File: src/design/awc_pkg.sv
/*
 * Constants for the converter window and input configuration block.
 * Assumes a single system clock and the special-function-register port of the core.
 */
package awc_pkg;

    // ****************************************
    // Register map, page and offsets
    // ****************************************
    localparam logic [7:0] AWC_PAGE = 8'h00;
    localparam logic [7:0] AWC_OFF_PAIR_CFG = 8'hba;
    localparam logic [7:0] AWC_OFF_UPPER_LO = 8'hc4;
    localparam logic [7:0] AWC_OFF_UPPER_HI = 8'hc5;
    localparam logic [7:0] AWC_OFF_LOWER_LO = 8'hc6;
    localparam logic [7:0] AWC_OFF_LOWER_HI = 8'hc7;
    localparam logic [7:0] AWC_OFF_CTRL = 8'he8;
    localparam logic [7:0] AWC_OFF_CONFIG = 8'hbc;
    localparam logic [7:0] AWC_OFF_PORT_SEL = 8'hbd;

    // ****************************************
    // Values after reset
    // ****************************************
    localparam logic [7:0] AWC_RST_PAIR_CFG = 8'h00;
    localparam logic [7:0] AWC_RST_UPPER_LO = 8'hff;
    localparam logic [7:0] AWC_RST_UPPER_HI = 8'hff;
    localparam logic [7:0] AWC_RST_LOWER_LO = 8'h00;
    localparam logic [7:0] AWC_RST_LOWER_HI = 8'h00;
    localparam logic [7:0] AWC_RST_CTRL = 8'h00;
    localparam logic [7:0] AWC_RST_CONFIG = 8'hf8;
    localparam logic [7:0] AWC_RST_PORT_SEL = 8'h00;

    // ****************************************
    // Field positions
    // ****************************************
    localparam int AWC_CTRL_EN_BIT = 7;
    localparam int AWC_CTRL_BUSY_BIT = 4;
    localparam int AWC_CTRL_FLAG_BIT = 1;
    localparam int AWC_CTRL_LJUST_BIT = 0;
    localparam int AWC_CFG_DIV_LSB = 3;
    localparam int AWC_CFG_GAIN_LSB = 0;
    localparam logic [2:0] AWC_GAIN_UNITY = 3'h0;
    localparam logic [3:0] AWC_PAIR_MASK = 4'hf;

    // ****************************************
    // Timing
    // ****************************************
    localparam logic [4:0] AWC_SAR_CLKS_PER_CONV = 5'h10;
    localparam int AWC_CODE_W = 12;

    typedef enum logic [0:0] {
        AWC_ST_IDLE = 1'b0,
        AWC_ST_CONV = 1'b1
    } awc_state_t;

endpackage

File: src/design/awc_win_if.sv
/*
 * Carrier between the register/sequencer top and the window comparator.
 * Assumes both ends sit on the same system clock.
 */
`timescale 1ns/1ps
interface awc_win_if;
    logic done;
    logic [11:0] raw_code;
    logic is_diff;
    logic left_just;
    logic [15:0] upper;
    logic [15:0] lower;
    logic res_valid;
    logic [15:0] result;
    logic match;

    modport ctl (output done, raw_code, is_diff, left_just, upper, lower,
                 input res_valid, result, match);
    modport cmp (input done, raw_code, is_diff, left_just, upper, lower,
                 output res_valid, result, match);
endinterface

File: src/design/awc_window.sv
/*
 * Result formatter and window comparator, evaluated once per completed conversion.
 * Assumes done is a one-cycle pulse with raw_code stable in that cycle.
 */
`timescale 1ns/1ps
module awc_window
(
    input wire logic i_mclk,
    input wire logic i_rst_n,
    awc_win_if.cmp win
);
    import awc_pkg::*;

    logic [15:0] fmt_d;
    logic below_d;
    logic above_d;
    logic match_d;

    // Signed when the channel is a differential pair, else unsigned
    function automatic logic less_than(input logic [15:0] a, input logic [15:0] b, input logic sgn);
        if (sgn)
            less_than = $signed(a) < $signed(b);
        else
            less_than = a < b;
    endfunction

    always_comb
    begin
        if (win.left_just)
            fmt_d = {win.raw_code, 4'h0};
        else if (win.is_diff)
            fmt_d = {{4{win.raw_code[AWC_CODE_W-1]}}, win.raw_code};
        else
            fmt_d = {4'h0, win.raw_code};
        below_d = less_than(fmt_d, win.lower, win.is_diff);
        above_d = less_than(win.upper, fmt_d, win.is_diff);
        // Limit order picks inside or outside the window
        if (less_than(win.upper, win.lower, win.is_diff))
            match_d = below_d && above_d;
        else
            match_d = below_d || above_d;
    end

    always_ff @(posedge i_mclk)
    begin
        if (!i_rst_n)
        begin
            win.res_valid <= 1'b0;
            win.result <= 16'h0000;
            win.match <= 1'b0;
        end
        else
        begin
            win.res_valid <= win.done;
            win.match <= win.done && match_d;
            if (win.done)
                win.result <= fmt_d;
        end
    end

    match_on_done_a: assert property (@(posedge i_mclk) disable iff (!i_rst_n)
        win.match |-> $past(win.done)) else $error("match without a conversion");
    inside_window_a: assert property (@(posedge i_mclk) disable iff (!i_rst_n)
        (win.done && !win.is_diff && !win.left_just && win.upper < win.lower
         && {4'h0, win.raw_code} > win.upper && {4'h0, win.raw_code} < win.lower) |=> win.match)
        else $error("inside-window result not flagged");
    outside_window_a: assert property (@(posedge i_mclk) disable iff (!i_rst_n)
        (win.done && !win.is_diff && !win.left_just && win.upper >= win.lower
         && {4'h0, win.raw_code} > win.upper) |=> win.match)
        else $error("outside-window result not flagged");
    diff_sign_a: assert property (@(posedge i_mclk) disable iff (!i_rst_n)
        (win.done && win.is_diff && !win.left_just) |=> win.result[15:12] == {4{win.result[11]}})
        else $error("differential result not sign extended");
endmodule

File: src/design/awc_top.sv
/*
 * Converter window detector and input configuration registers with conversion sequencer.
 * Assumes the special-function-register port of the core and a SAR code from the analog
 * converter, both on i_mclk.
 */
// Function
// - Every completed result is compared against both limits automatically.
// - Window match flag is readable and drives an interrupt request output.
// - Upper and lower limits each have separately writable high and low bytes.
// - Limit ordering selects inside-window or outside-window matching.
// - Upper limit low byte resets to all ones, at 0xC4 page 0.
// - Converter, track-hold and gain stage run only while enable is set.
// - All input pairs are single-ended after reset.
// - Three-bit gain field in configuration register selects gain stage gain.
// - Gain field resets to unity gain.
// - Four low pair-config bits make each input pair differential.
// - Differential channel results are two's complement.
// - Any port pins may be selected; even and odd feed separate inputs.
// - High-voltage amplifier output selectable like any other channel.
// - A conversion lasts at least sixteen SAR clocks.
`timescale 1ns/1ps
module awc_top
(
    input wire logic i_mclk,
    input wire logic i_rst_n,
    input wire logic [7:0] i_sfr_page,
    input wire logic [7:0] i_sfr_addr,
    input wire logic i_sfr_wr,
    input wire logic [7:0] i_sfr_wdata,
    input wire logic i_sfr_rd,
    input wire logic [3:0] i_chan_sel,
    input wire logic i_conv_start,
    input wire logic [11:0] i_sar_code,
    output logic [7:0] o_sfr_rdata,
    output logic o_conv_enable,
    output logic [2:0] o_gain_sel,
    output logic [3:0] o_pair_diff,
    output logic [3:0] o_even_pin_sel,
    output logic [3:0] o_odd_pin_sel,
    output logic o_sar_clk,
    output logic o_busy,
    output logic o_result_valid,
    output logic [15:0] o_result,
    output logic o_window_irq
);
    import awc_pkg::*;

    awc_win_if win ();

    logic [7:0] pair_cfg_q;
    logic [7:0] upper_lo_q;
    logic [7:0] upper_hi_q;
    logic [7:0] lower_lo_q;
    logic [7:0] lower_hi_q;
    logic [7:0] config_q;
    logic [7:0] port_sel_q;
    logic enable_q;
    logic ljust_q;
    logic flag_q;
    awc_state_t state_q;
    logic [4:0] div_cnt_q;
    logic [4:0] tick_cnt_q;
    logic sar_tick;
    logic done_q;
    logic [11:0] code_q;
    logic diff_q;
    logic [7:0] rdata_d;

    function automatic logic hit(input logic [7:0] off);
        hit = (i_sfr_page == AWC_PAGE) && (i_sfr_addr == off);
    endfunction

    // Which pair bit governs the selected channel; 5 and the sensor are never paired
    function automatic logic chan_is_diff(input logic [3:0] ch, input logic [7:0] cfg);
        case (ch)
            4'h0, 4'h1: chan_is_diff = cfg[0];
            4'h2, 4'h3: chan_is_diff = cfg[1];
            4'h4: chan_is_diff = cfg[2];
            4'h6, 4'h7: chan_is_diff = cfg[3];
            default: chan_is_diff = 1'b0;
        endcase
    endfunction

    // ****************************************
    // Configuration registers
    // ****************************************
    always_ff @(posedge i_mclk)
    begin
        if (!i_rst_n)
            pair_cfg_q <= AWC_RST_PAIR_CFG;
        else if (i_sfr_wr && hit(AWC_OFF_PAIR_CFG))
            pair_cfg_q <= i_sfr_wdata & {4'h0, AWC_PAIR_MASK};
    end

    always_ff @(posedge i_mclk)
    begin
        if (!i_rst_n)
        begin
            upper_lo_q <= AWC_RST_UPPER_LO;
            upper_hi_q <= AWC_RST_UPPER_HI;
            lower_lo_q <= AWC_RST_LOWER_LO;
            lower_hi_q <= AWC_RST_LOWER_HI;
        end
        else if (i_sfr_wr)
        begin
            // Bytes load one at a time; a result landing between two writes sees a mixed limit
            if (hit(AWC_OFF_UPPER_LO))
                upper_lo_q <= i_sfr_wdata;
            if (hit(AWC_OFF_UPPER_HI))
                upper_hi_q <= i_sfr_wdata;
            if (hit(AWC_OFF_LOWER_LO))
                lower_lo_q <= i_sfr_wdata;
            if (hit(AWC_OFF_LOWER_HI))
                lower_hi_q <= i_sfr_wdata;
        end
    end

    always_ff @(posedge i_mclk)
    begin
        if (!i_rst_n)
            config_q <= AWC_RST_CONFIG;
        else if (i_sfr_wr && hit(AWC_OFF_CONFIG))
            config_q <= i_sfr_wdata;
    end

    always_ff @(posedge i_mclk)
    begin
        if (!i_rst_n)
            port_sel_q <= AWC_RST_PORT_SEL;
        else if (i_sfr_wr && hit(AWC_OFF_PORT_SEL))
            port_sel_q <= i_sfr_wdata;
    end

    always_ff @(posedge i_mclk)
    begin
        if (!i_rst_n)
        begin
            enable_q <= AWC_RST_CTRL[AWC_CTRL_EN_BIT];
            ljust_q <= AWC_RST_CTRL[AWC_CTRL_LJUST_BIT];
        end
        else if (i_sfr_wr && hit(AWC_OFF_CTRL))
        begin
            enable_q <= i_sfr_wdata[AWC_CTRL_EN_BIT];
            ljust_q <= i_sfr_wdata[AWC_CTRL_LJUST_BIT];
        end
    end

    // ****************************************
    // Window match flag
    // ****************************************
    // A new match wins over a software clear in the same cycle
    always_ff @(posedge i_mclk)
    begin
        if (!i_rst_n)
            flag_q <= AWC_RST_CTRL[AWC_CTRL_FLAG_BIT];
        else if (win.match)
            flag_q <= 1'b1;
        else if (i_sfr_wr && hit(AWC_OFF_CTRL) && !i_sfr_wdata[AWC_CTRL_FLAG_BIT])
            flag_q <= 1'b0;
    end

    // ****************************************
    // Conversion sequencer
    // ****************************************
    assign sar_tick = (div_cnt_q == config_q[7:AWC_CFG_DIV_LSB]);

    always_ff @(posedge i_mclk)
    begin
        if (!i_rst_n)
        begin
            state_q <= AWC_ST_IDLE;
            div_cnt_q <= 5'h00;
            tick_cnt_q <= 5'h00;
            done_q <= 1'b0;
            code_q <= 12'h000;
            diff_q <= 1'b0;
        end
        else
        begin
            done_q <= 1'b0;
            case (state_q)
                AWC_ST_IDLE:
                begin
                    div_cnt_q <= 5'h00;
                    tick_cnt_q <= 5'h00;
                    if (i_conv_start && enable_q)
                    begin
                        state_q <= AWC_ST_CONV;
                        diff_q <= chan_is_diff(i_chan_sel, pair_cfg_q);
                    end
                end
                AWC_ST_CONV:
                begin
                    // Shutdown aborts a conversion in flight
                    if (!enable_q)
                        state_q <= AWC_ST_IDLE;
                    else if (sar_tick)
                    begin
                        div_cnt_q <= 5'h00;
                        tick_cnt_q <= tick_cnt_q + 5'h01;
                        if (tick_cnt_q == AWC_SAR_CLKS_PER_CONV - 5'h01)
                        begin
                            state_q <= AWC_ST_IDLE;
                            done_q <= 1'b1;
                            code_q <= i_sar_code;
                        end
                    end
                    else
                        div_cnt_q <= div_cnt_q + 5'h01;
                end
                default:
                    state_q <= AWC_ST_IDLE;
            endcase
        end
    end

    assign win.done = done_q;
    assign win.raw_code = code_q;
    assign win.is_diff = diff_q;
    assign win.left_just = ljust_q;
    assign win.upper = {upper_hi_q, upper_lo_q};
    assign win.lower = {lower_hi_q, lower_lo_q};

    awc_window u_window
    (
        .i_mclk(i_mclk),
        .i_rst_n(i_rst_n),
        .win(win)
    );

    // ****************************************
    // Read port and outputs
    // ****************************************
    always_comb
    begin
        rdata_d = 8'h00;
        if (hit(AWC_OFF_PAIR_CFG))
            rdata_d = pair_cfg_q;
        else if (hit(AWC_OFF_UPPER_LO))
            rdata_d = upper_lo_q;
        else if (hit(AWC_OFF_UPPER_HI))
            rdata_d = upper_hi_q;
        else if (hit(AWC_OFF_LOWER_LO))
            rdata_d = lower_lo_q;
        else if (hit(AWC_OFF_LOWER_HI))
            rdata_d = lower_hi_q;
        else if (hit(AWC_OFF_CONFIG))
            rdata_d = config_q;
        else if (hit(AWC_OFF_PORT_SEL))
            rdata_d = port_sel_q;
        else if (hit(AWC_OFF_CTRL))
        begin
            rdata_d[AWC_CTRL_EN_BIT] = enable_q;
            rdata_d[AWC_CTRL_BUSY_BIT] = (state_q == AWC_ST_CONV);
            rdata_d[AWC_CTRL_FLAG_BIT] = flag_q;
            rdata_d[AWC_CTRL_LJUST_BIT] = ljust_q;
        end
    end

    always_ff @(posedge i_mclk)
    begin
        if (!i_rst_n)
            o_sfr_rdata <= 8'h00;
        else if (i_sfr_rd)
            o_sfr_rdata <= rdata_d;
    end

    always_ff @(posedge i_mclk)
    begin
        if (!i_rst_n)
        begin
            o_conv_enable <= 1'b0;
            o_gain_sel <= AWC_GAIN_UNITY;
            o_pair_diff <= 4'h0;
            o_even_pin_sel <= 4'h0;
            o_odd_pin_sel <= 4'h0;
            o_sar_clk <= 1'b0;
            o_busy <= 1'b0;
            o_result_valid <= 1'b0;
            o_result <= 16'h0000;
            o_window_irq <= 1'b0;
        end
        else
        begin
            o_conv_enable <= enable_q;
            o_gain_sel <= config_q[AWC_CFG_GAIN_LSB +: 3];
            o_pair_diff <= pair_cfg_q[3:0];
            // Even pins 0,2,4,6 and odd pins 1,3,5,7 go to separate mux inputs
            o_even_pin_sel <= {port_sel_q[6], port_sel_q[4], port_sel_q[2], port_sel_q[0]};
            o_odd_pin_sel <= {port_sel_q[7], port_sel_q[5], port_sel_q[3], port_sel_q[1]};
            // Gated by enable so no SAR clock shows in the cycle after a shutdown abort
            o_sar_clk <= (state_q == AWC_ST_CONV) && enable_q && (div_cnt_q <= {1'b0, config_q[7:4]});
            o_busy <= (state_q == AWC_ST_CONV);
            o_result_valid <= win.res_valid;
            o_result <= win.result;
            o_window_irq <= flag_q;
        end
    end

    flag_sticky_a: assert property (@(posedge i_mclk) disable iff (!i_rst_n)
        (flag_q && !(i_sfr_wr && hit(AWC_OFF_CTRL))) |=> flag_q)
        else $error("window flag dropped without a clear");
    flag_set_a: assert property (@(posedge i_mclk) disable iff (!i_rst_n)
        win.match |=> flag_q ##1 o_window_irq) else $error("match did not reach flag and request");
    conv_length_a: assert property (@(posedge i_mclk) disable iff (!i_rst_n)
        done_q |-> $past(tick_cnt_q) == AWC_SAR_CLKS_PER_CONV - 5'h01)
        else $error("conversion ended early");
    shutdown_idle_a: assert property (@(posedge i_mclk) disable iff (!i_rst_n)
        !enable_q |=> state_q == AWC_ST_IDLE && !done_q) else $error("converter ran while disabled");
    enable_out_a: assert property (@(posedge i_mclk) disable iff (!i_rst_n)
        o_conv_enable == $past(enable_q)) else $error("enable output lags wrongly");
    pair_reset_a: assert property (@(posedge i_mclk)
        !i_rst_n |=> pair_cfg_q == 8'h00 && config_q[2:0] == AWC_GAIN_UNITY && upper_lo_q == 8'hff)
        else $error("reset values wrong");
    limit_byte_a: assert property (@(posedge i_mclk) disable iff (!i_rst_n)
        (i_sfr_wr && hit(AWC_OFF_UPPER_LO)) |=> upper_lo_q == $past(i_sfr_wdata) && $stable(upper_hi_q))
        else $error("limit byte write disturbed the other byte");
    pair_upper_zero_a: assert property (@(posedge i_mclk) disable iff (!i_rst_n)
        pair_cfg_q[7:4] == 4'h0) else $error("unused pair bits set");
endmodule

File: config.mk
export PLATFORM = sky130hd
export DESIGN_NAME = awc_top
export DESIGN_NICKNAME = d
export VERILOG_FILES = /design/src/design/awc_pkg.sv /design/src/design/awc_win_if.sv /design/src/design/awc_window.sv /design/src/design/awc_top.sv
export SDC_FILE = /design/constraint.sdc
export NUM_CORES = 1
export LEC_CHECK = 0
export ABC_CLOCK_PERIOD_IN_PS = 2670
export BUFFER_PORTS_ARGS = -buffer_cell sky130_fd_sc_hd__buf_4
export CAP_MARGIN = 20
export CORE_ASPECT_RATIO = 0.75
export CORE_MARGIN = 8
export CORE_UTILIZATION = 35
export DETAILED_ROUTE_END_ITERATION = 6
export SLEW_MARGIN = 10
export SYNTH_ARGS = -nofsm -noshare
export SYNTH_HDL_FRONTEND = slang
export SYNTH_SLANG_ARGS = --single-unit
File: constraint.sdc
create_clock -name i_mclk -period 2.67 [get_ports i_mclk]
set_input_delay 0.267 -clock i_mclk [delete_from_list [all_inputs] [get_ports i_mclk]]
set_output_delay 0.267 -clock i_mclk [all_outputs]
set_load 0.005 [all_outputs]
==> results of run 1 <==
==> power by group <==
group / internal (mW) / switching [mW]
combinational: 0.0677 / 0.108
clock: 1.48 / 0.960
sequential: 2.12 / 0.00199
total: 3.67 / 1.07
==> critical path, delay by kind of cell, from the launching register on <==
family,cells,cell delay [ns]
AOI/OAI and AO/OA,6,1.31
adders and majority gates,1,0.28
DFF,1,0.33
and+or+nand+nor,3,0.41
==> synthesized netlist by cell type (3+ instances only) <==
| cell type | n |
|---|---|
| a2bb2oi_1 | 12 |
| a32o_1 | 3 |
| nand3b_1 | 5 |
| a311oi_1 | 4 |
| buf_1 | 4 |
| a221oi_1 | 4 |
| buf_2 | 5 |
| inv_1 | 46 |
| nor2_1 | 75 |
| xnor2_1 | 3 |
| a21oi_1 | 44 |
| nand2_1 | 52 |
| nand3_1 | 38 |
| a21o_1 | 6 |
| buf_6 | 3 |
| nand4_1 | 4 |
| nor2b_1 | 8 |
| dfxtp_1 | 142 |
| mux2i_1 | 63 |
| o22ai_1 | 10 |
| o21ai_0 | 15 |
| ha_1 | 52 |
| clkbuf_1 | 24 |
| o31ai_1 | 4 |
| and3_1 | 5 |
| nor3_1 | 8 |
| a211oi_1 | 7 |
| and2_1 | 34 |
| nand2b_1 | 8 |
| xor2_1 | 6 |
| o211ai_1 | 4 |
==> cells in the final DEF, fill, tap and decap left out, types with 4 or more instances in the layout <==
cell,netlist,layout
nand2_1,52,52
clkbuf_1,24,4
and2_1,34,34
dfxtp_1,142,142
a21oi_1,44,44
mux2i_1,63,62
nand4_1,4,4
o31ai_1,4,4
ha_1,52,52
inv_1,46,46
a21o_1,6,6
buf_4,2,103
o211ai_1,4,4
nand3_1,38,38
nand3b_1,5,5
o21ai_0,15,15
a2bb2oi_1,12,12
a221oi_1,4,4
clkinv_4,0,5
clkbuf_16,0,17
nand2b_1,8,8
nor2_1,75,75
o22ai_1,10,10
a211oi_1,7,7
a311oi_1,4,4
nor3_1,8,8
nor2b_1,8,8
and3_1,5,5
xor2_1,6,6
==> layer usage <==
metal	track usage, %	part of all wire, %	up-vias
met2	23.8	42	161
li1	-	-	2783
met1	23.6	49	2677
met4	4.02	0.94	0
met5	0	0	-
met3	5.13	8.0	15
==> layout make-up <==
| class | count | area [um^2] |
|---|---|---|
| Tap cell | 253 | 317 |
| Fill cell | 1958 | 10900 |
| Sequential cell | 142 | 2840 |
| Inverter | 47 | 176 |
| Clock buffer | 21 | 440 |
| Clock inverter | 11 | 159 |
| Timing Repair Buffer | 103 | 773 |
| Multi-Input combinational cell | 517 | 3650 |
==> stage by stage <==
step | power (mW) | utilization, %
floorplan | 2.24 | -
global placement | 2.34 | 40.2
detailed placement | 2.34 | 40.2
CTS | 4.78 | 43.3
global route | 4.90 | 43.4
finish | 4.74 | 43.4
==> flip-flops by register name, indices dropped and copies added (netlist names), 8 cells and up <==
signal,flops
lower_hi_q,8
upper_lo_q,8
u_window.win.result,16
port_sel_q,8
upper_hi_q,8
lower_lo_q,8
o_result,16
code_q,12
config_q,8
o_sfr_rdata,8
==> final timing paths <==
| check | startpoint | to | slack [ns] | depth (start not counted) |
|---|---|---|---|---|
| worst max-delay path | code_q[11] | u_window.win.match | 0.28 | 10 |
| worst min-delay path | i_sar_code[7] | code_q[7] | 0.08 | 3 |
| worst max register to register | code_q[11] | u_window.win.match | 0.28 | 10 |
| worst min register to register | u_window.win.res_valid | o_result_valid | 0.45 | 1 |
==> timing repair <==
item                                    4_1_cts  5_1_grt
endpoints found under the setup margin        0        1
setup buffers                                 0        0
hold endpoints to repair                      0        0
gates resized for setup                       0        3
==> cells by family after synthesis <==
group	Yosys count	share of synthesized area, %
XOR/XNOR	10	1.39
buffers and inverters	85	5.20
multiplexers	64	9.56
adder cells (fa/ha/maj)	52	9.52
flip-flops	142	41.6
AND/OR/NAND/NOR	259	19.9
AO/OA/AOI/OAI	132	12.9
==> impl_metrics.json, run 1 <==
{
  "cts_buffer_depth": 2,
  "vias": 5636,
  "initial_core_util_pct": 35.5,
  "dp_slack_ns": 0.121,
  "synth_area_um2": 6840,
  "cp_max_fo": 3,
  "placed_cell_area_um2": 7750,
  "crit_type": "reg -> reg",
  "dpl.hpwl_um": 14400,
  "postLayoutCellArea_um2": 8360,
  "die_x_um": 177,
  "drt-initial-drc-count": 497,
  "nets": 925,
  "cts_num_sinks": 142,
  "cts_tree": "done",
  "viasPerCell": 5.15,
  "grt_pass1_vias": 5479,
  "dpl.cell_count": 1062,
  "layout-drive-gt1-share_pct": 17.7,
  "ys_types": 63,
  "hold_ws_ns": 0.0754,
  "cts_hold_buf": 0,
  "ant_nets": 0,
  "yosysWarningCount": 0,
  "hold_viol": 0,
  "peakVddDrop_mv": 0.327,
  "worst_pin_slew_ns": 0.551,
  "die_h_um": 137,
  "rows": 44,
  "synth_cells": 744,
  "max_stage_delay_ns": 0.40,
  "cts.clk_slew.worst_paths_ns": 0.06,
  "min_period_ns": 2.39,
  "drv_cap": 0,
  "rsz0062_at_grt": "no",
  "grt_overflow": 0,
  "clk_latency_ns": 0.42,
  "required_ns": 3.02,
  "grt.total_usage_pct": 16.6,
  "grt_pass1_wl_um": 30800,
  "routabilityCongestion": 0.843,
  "synth.area.top_cells": "dfxtp_1, ha_1, mux2i_1",
  "setup_ws_ns": 0.279,
  "end_kind": "register",
  "cts_buffers": 17,
  "diodes": 0,
  "startpoint_type": "register",
  "cp.arrival_ns": 2.74,
  "root_buffer": "clkbuf_16",
  "areaGrowthSynthToFinish_pct": 22.2,
  "final_cells": 1094,
  "synth-seq-cells": 142,
  "synth_edf_count": 0,
  "grt_max_degree": 41,
  "htree_levels": 4,
  "port_buffers": 88,
  "drc_errors": 0,
  "async_reset_ff_share_pct": 0,
  "synth_top_area_share_pct": 41.6,
  "synth-main-ff-cell": "dfxtp_1",
  "antenna_found_initial": 0,
  "ys_seq_area_share_pct": 41.6,
  "num_io_pins": 89,
  "cp_cell_sequence": "nor2b_1, and2_1, a21oi_1, ha_1, a21o_1, a2111oi_2, nand2_1, o31ai_1, a22oi_1, o21ai_0",
  "wl_um": 19600,
  "setup_viol": 0,
  "status": "complete, no violations",
  "avgSynthCellArea_um2": 9.19,
  "core_area_um2": 19300,
  "report.final.slew_viol_count": 0,
  "leakage_nw": 3.90,
  "slew_headroom_pct": 63.2,
  "finClkSkew_ns": 0.00732,
  "wl_per_cell_um": 17.9,
  "synth_nets": 841,
  "max_freq_mhz": 418,
  "synth_area_leader_cell": "dfxtp_1",
  "first_pass_iters": 5,
  "setup_tns_ns": 0,
  "p_per_area_nw_per_um2": 567,
  "hp-class": "in -> reg",
  "cp_slowest_cell": "a2111oi_2",
  "dieArea_um2": 24300,
  "finalCritPeriodShare_pct": 89.5
}
No activity file was read; power rests on OpenSTA's default activity.
==> run 2: changes to the inputs <==
--- a/config.mk
+++ b/config.mk
@@ -5,6 +5,7 @@
 export SDC_FILE = /design/constraint.sdc
 export NUM_CORES = 1
 export LEC_CHECK = 0
+export ABC_AREA = 1
 export ABC_CLOCK_PERIOD_IN_PS = 2670
 export BUFFER_PORTS_ARGS = -buffer_cell sky130_fd_sc_hd__buf_4
 export CAP_MARGIN = 20
@@ -12,6 +13,7 @@
 export CORE_MARGIN = 8
 export CORE_UTILIZATION = 35
 export DETAILED_ROUTE_END_ITERATION = 6
+export SKIP_LAST_GASP = 1
 export SLEW_MARGIN = 10
 export SYNTH_ARGS = -nofsm -noshare
 export SYNTH_HDL_FRONTEND = slang
==> constraint.sdc (replaced) <==
create_clock -name i_mclk -period 2.67 [get_ports i_mclk]
set_input_delay 0.534 -clock i_mclk [delete_from_list [all_inputs] [get_ports i_mclk]]
set_output_delay 0.534 -clock i_mclk [all_outputs]
set_load 0.005 [all_outputs]
==> impl_metrics.json, run 2 <==
{
  "top_regs": "o_result: 16 flops, u_window.win.result: 16 flops, code_q: 12 flops",
  "cts_tree": "done",
  "ys_types": 39,
  "port_buffers": 88,
  "synth_edf_count": 0,
  "r2r_end": "u_window.win.match",
  "synth-main-ff-cell": "dfxtp_1",
  "rows": 44,
  "synth_top_area_share_pct": 40.6,
  "synth_compound_area_share_pct": 17.3,
  "drc_errors": 0,
  "final_common_cell": "nand2_1",
  "synth.area.top_cells": "dfxtp_1, nand2_1, ha_1",
  "cts_hold_buf": 0,
  "grt_pass1_wl_um": 31800,
  "synth-seq-cells": 142,
  "worst_pin_slew_ns": 0.649,
  "min_path_cells": 3,
  "wl_per_cell_um": 15.6,
  "cp_max_fo": 20,
  "grt.total_usage_pct": 16.4,
  "end_kind": "register",
  "leakage_nw": 4.08,
  "synth_cells": 924,
  "max_stage_delay_ns": 0.34,
  "nets": 1109,
  "antenna_found_initial": 0,
  "worstHoldStart": "i_sfr_wdata[4]",
  "cts_buffer_depth": 2,
  "vias": 6198,
  "synthTopCellsByCount": "nand2_1, inv_1, dfxtp_1, a21oi_1, nor2_1",
  "drv_cap": 0,
  "num_io_pins": 89,
  "areaGrowthSynthToFinish_pct": 20.6,
  "htree_levels": 4,
  "min_period_ns": 2.30,
  "die_h_um": 138,
  "crit_type": "reg -> reg",
  "synth_area_leader_cell": "dfxtp_1",
  "cpLargestDelayFamily": "compound AO/OA/AOI/OAI gates",
  "die_x_um": 179,
  "dieArea_um2": 24800,
  "ant_nets": 0,
  "status": "complete, no violations",
  "synth_nets": 1021,
  "cts_buffers": 17,
  "nFillCells": 2009,
  "wl_um": 19900,
  "required_ns": 2.98,
  "dpl.cell_count": 1246,
  "cp.arrival_ns": 2.61,
  "layout-drive-gt1-share_pct": 15.0,
  "cts.clk_slew.worst_paths_ns": 0.06,
  "async_reset_ff_share_pct": 0,
  "ys_seq_area_share_pct": 40.6,
  "grt_max_degree": 31,
  "grt_overflow": 0,
  "worstHoldEndpoint": "config_q[4]",
  "rsz0062_at_grt": "no",
  "post_cts_buffers": 0,
  "peakVddDrop_mv": 0.340,
  "slew_headroom_pct": 56.6,
  "synth_adder_area_share_pct": 9.30,
  "synth.most_common_cell": "nand2_1",
  "cp_slowest_cell": "a21oi_1",
  "cp_cell_sequence": "buf_4, nor2_1, a21oi_1, inv_1, ha_1, a21oi_1, o21ai_0, a21oi_1, nand2_1, nand2_1, nand2_1, nor2_1, nand2_1, nand2_1, nor2_1",
  "path_buf_inv": 2,
  "synth_top_family_by_area": "simple AND/OR/NAND/NOR gates",
  "initial_core_util_pct": 35.9,
  "synth_simple_gate_area_share_pct": 20.9,
  "diodes": 0,
  "first_pass_iters": 5,
  "root_buffer": "clkbuf_16",
  "grt_pass1_vias": 5866,
  "finClkSkew_ns": 0.00721,
  "synth_area_um2": 7000,
  "final_cells": 1278,
  "r2r_slack_ns": 0.37,
  "critPathMostFrequentCell": "nand2_1",
  "p_per_area_nw_per_um2": 538,
  "path_depth": 15,
  "dpl.hpwl_um": 15500,
  "max_freq_mhz": 434,
  "finalCritPeriodShare_pct": 86.3,
  "yosysWarningCount": 0,
  "clk_latency_ns": 0.42,
  "avgSynthCellArea_um2": 7.57,
  "final_cell_mix": "nand2_1, inv_1, dfxtp_1",
  "drt-initial-drc-count": 520,
  "setup_tns_ns": 0,
  "hold_viol": 0,
  "viasPerCell": 4.85,
  "r2r_cells": 15,
  "report.final.slew_viol_count": 0,
  "worstReg2RegStart": "ljust_q",
  "startpoint_type": "register",
  "core_area_um2": 19500,
  "cts.repair.resized": 0,
  "hp-class": "in -> reg",
  "synthMuxAreaShare_pct": 0,
  "routabilityCongestion": 0.932,
  "synthXorXnorAreaFrac_pct": 1.00,
  "setup_viol": 0,
  "cts_num_sinks": 142
}
## run 2: worst max path at each step
| stage | endpoint | slack [ns] | from |
|---|---|---|---|
| final | u_window.win.match | 0.37 | ljust_q |
| after global routing | u_window.win.match | 0.14 | ljust_q |
| after CTS | u_window.win.match | 0.38 | ljust_q |
| after detailed placement | u_window.win.match | 0.41 | ljust_q |
| after global placement | u_window.win.match | 0.38 | ljust_q |
| after floorplan | u_window.win.match | 0.42 | ljust_q |
## run 2: power by group
| group | internal, mW | switching, mW |
|---|---|---|
| Combinational | 0.0648 | 0.111 |
| Sequential | 2.12 | 0.00222 |
| Clock | 1.33 | 0.910 |
| Total | 3.52 | 1.02 |
## run 2: cell families (layout without fill, tap and decap cells)
kind of cell	Yosys count	after routing
compound gates	210	210
xor+xnor	8	8
fa+ha+maj	52	52
buf+inv	190	291
flops	142	142
simple gates	322	322
## run 2: cell type report
cell class	count	area, um^2	share of cell area (%)
multi-input combinational	592	3400	40.3
sequential	142	2840	33.7
timing repair buffer	95	713	8.45
inverter	164	616	7.29
clock buffer	23	468	5.54
tap	253	317	3.75
clock inverter	9	86.3	1.02
## run 2: worst reg2reg max path, cell delays in order, from the launching register on
cell and delay [ns]:
dfxtp_1 0.33, buf_4 0.23, nor2_1 0.06, a21oi_1 0.34
inv_1 0.09, ha_1 0.32, a21oi_1 0.14, o21ai_0 0.09
a21oi_1 0.18, nand2_1 0.07, nand2_1 0.06, nand2_1 0.06
nor2_1 0.10, nand2_1 0.05, nand2_1 0.05, nor2_1 0.03
## run 2: stage by stage
stage / instance area (um^2) / setup WS, ns / hold WS, ns / util (%) / power (mW)
final: 8440 / 0.367 / 0.373 / 43.3 / 4.54
after global routing: 8440 / 0.143 / 0.366 / 43.3 / 4.68
after CTS: 8440 / 0.384 / 0.360 / 43.3 / 4.58
after detailed placement: 7890 / 0.406 / 0.409 / 40.5 / 2.35
after global placement: 7890 / 0.376 / 0.399 / 40.5 / 2.35
after floorplan: 7000 / 0.422 / 0.390 / - / 2.24
## run 2: per-layer routing
| layer | share of wire [%] | GRT usage [%] | routed length [um] |
|---|---|---|---|
| met5 | 0 | 0 | 0 |
| met4 | 1.4 | 4.86 | 286 |
| met3 | 7.0 | 3.67 | 1400 |
| met2 | 42 | 24.0 | 8380 |
| met1 | 49 | 23.6 | 9870 |
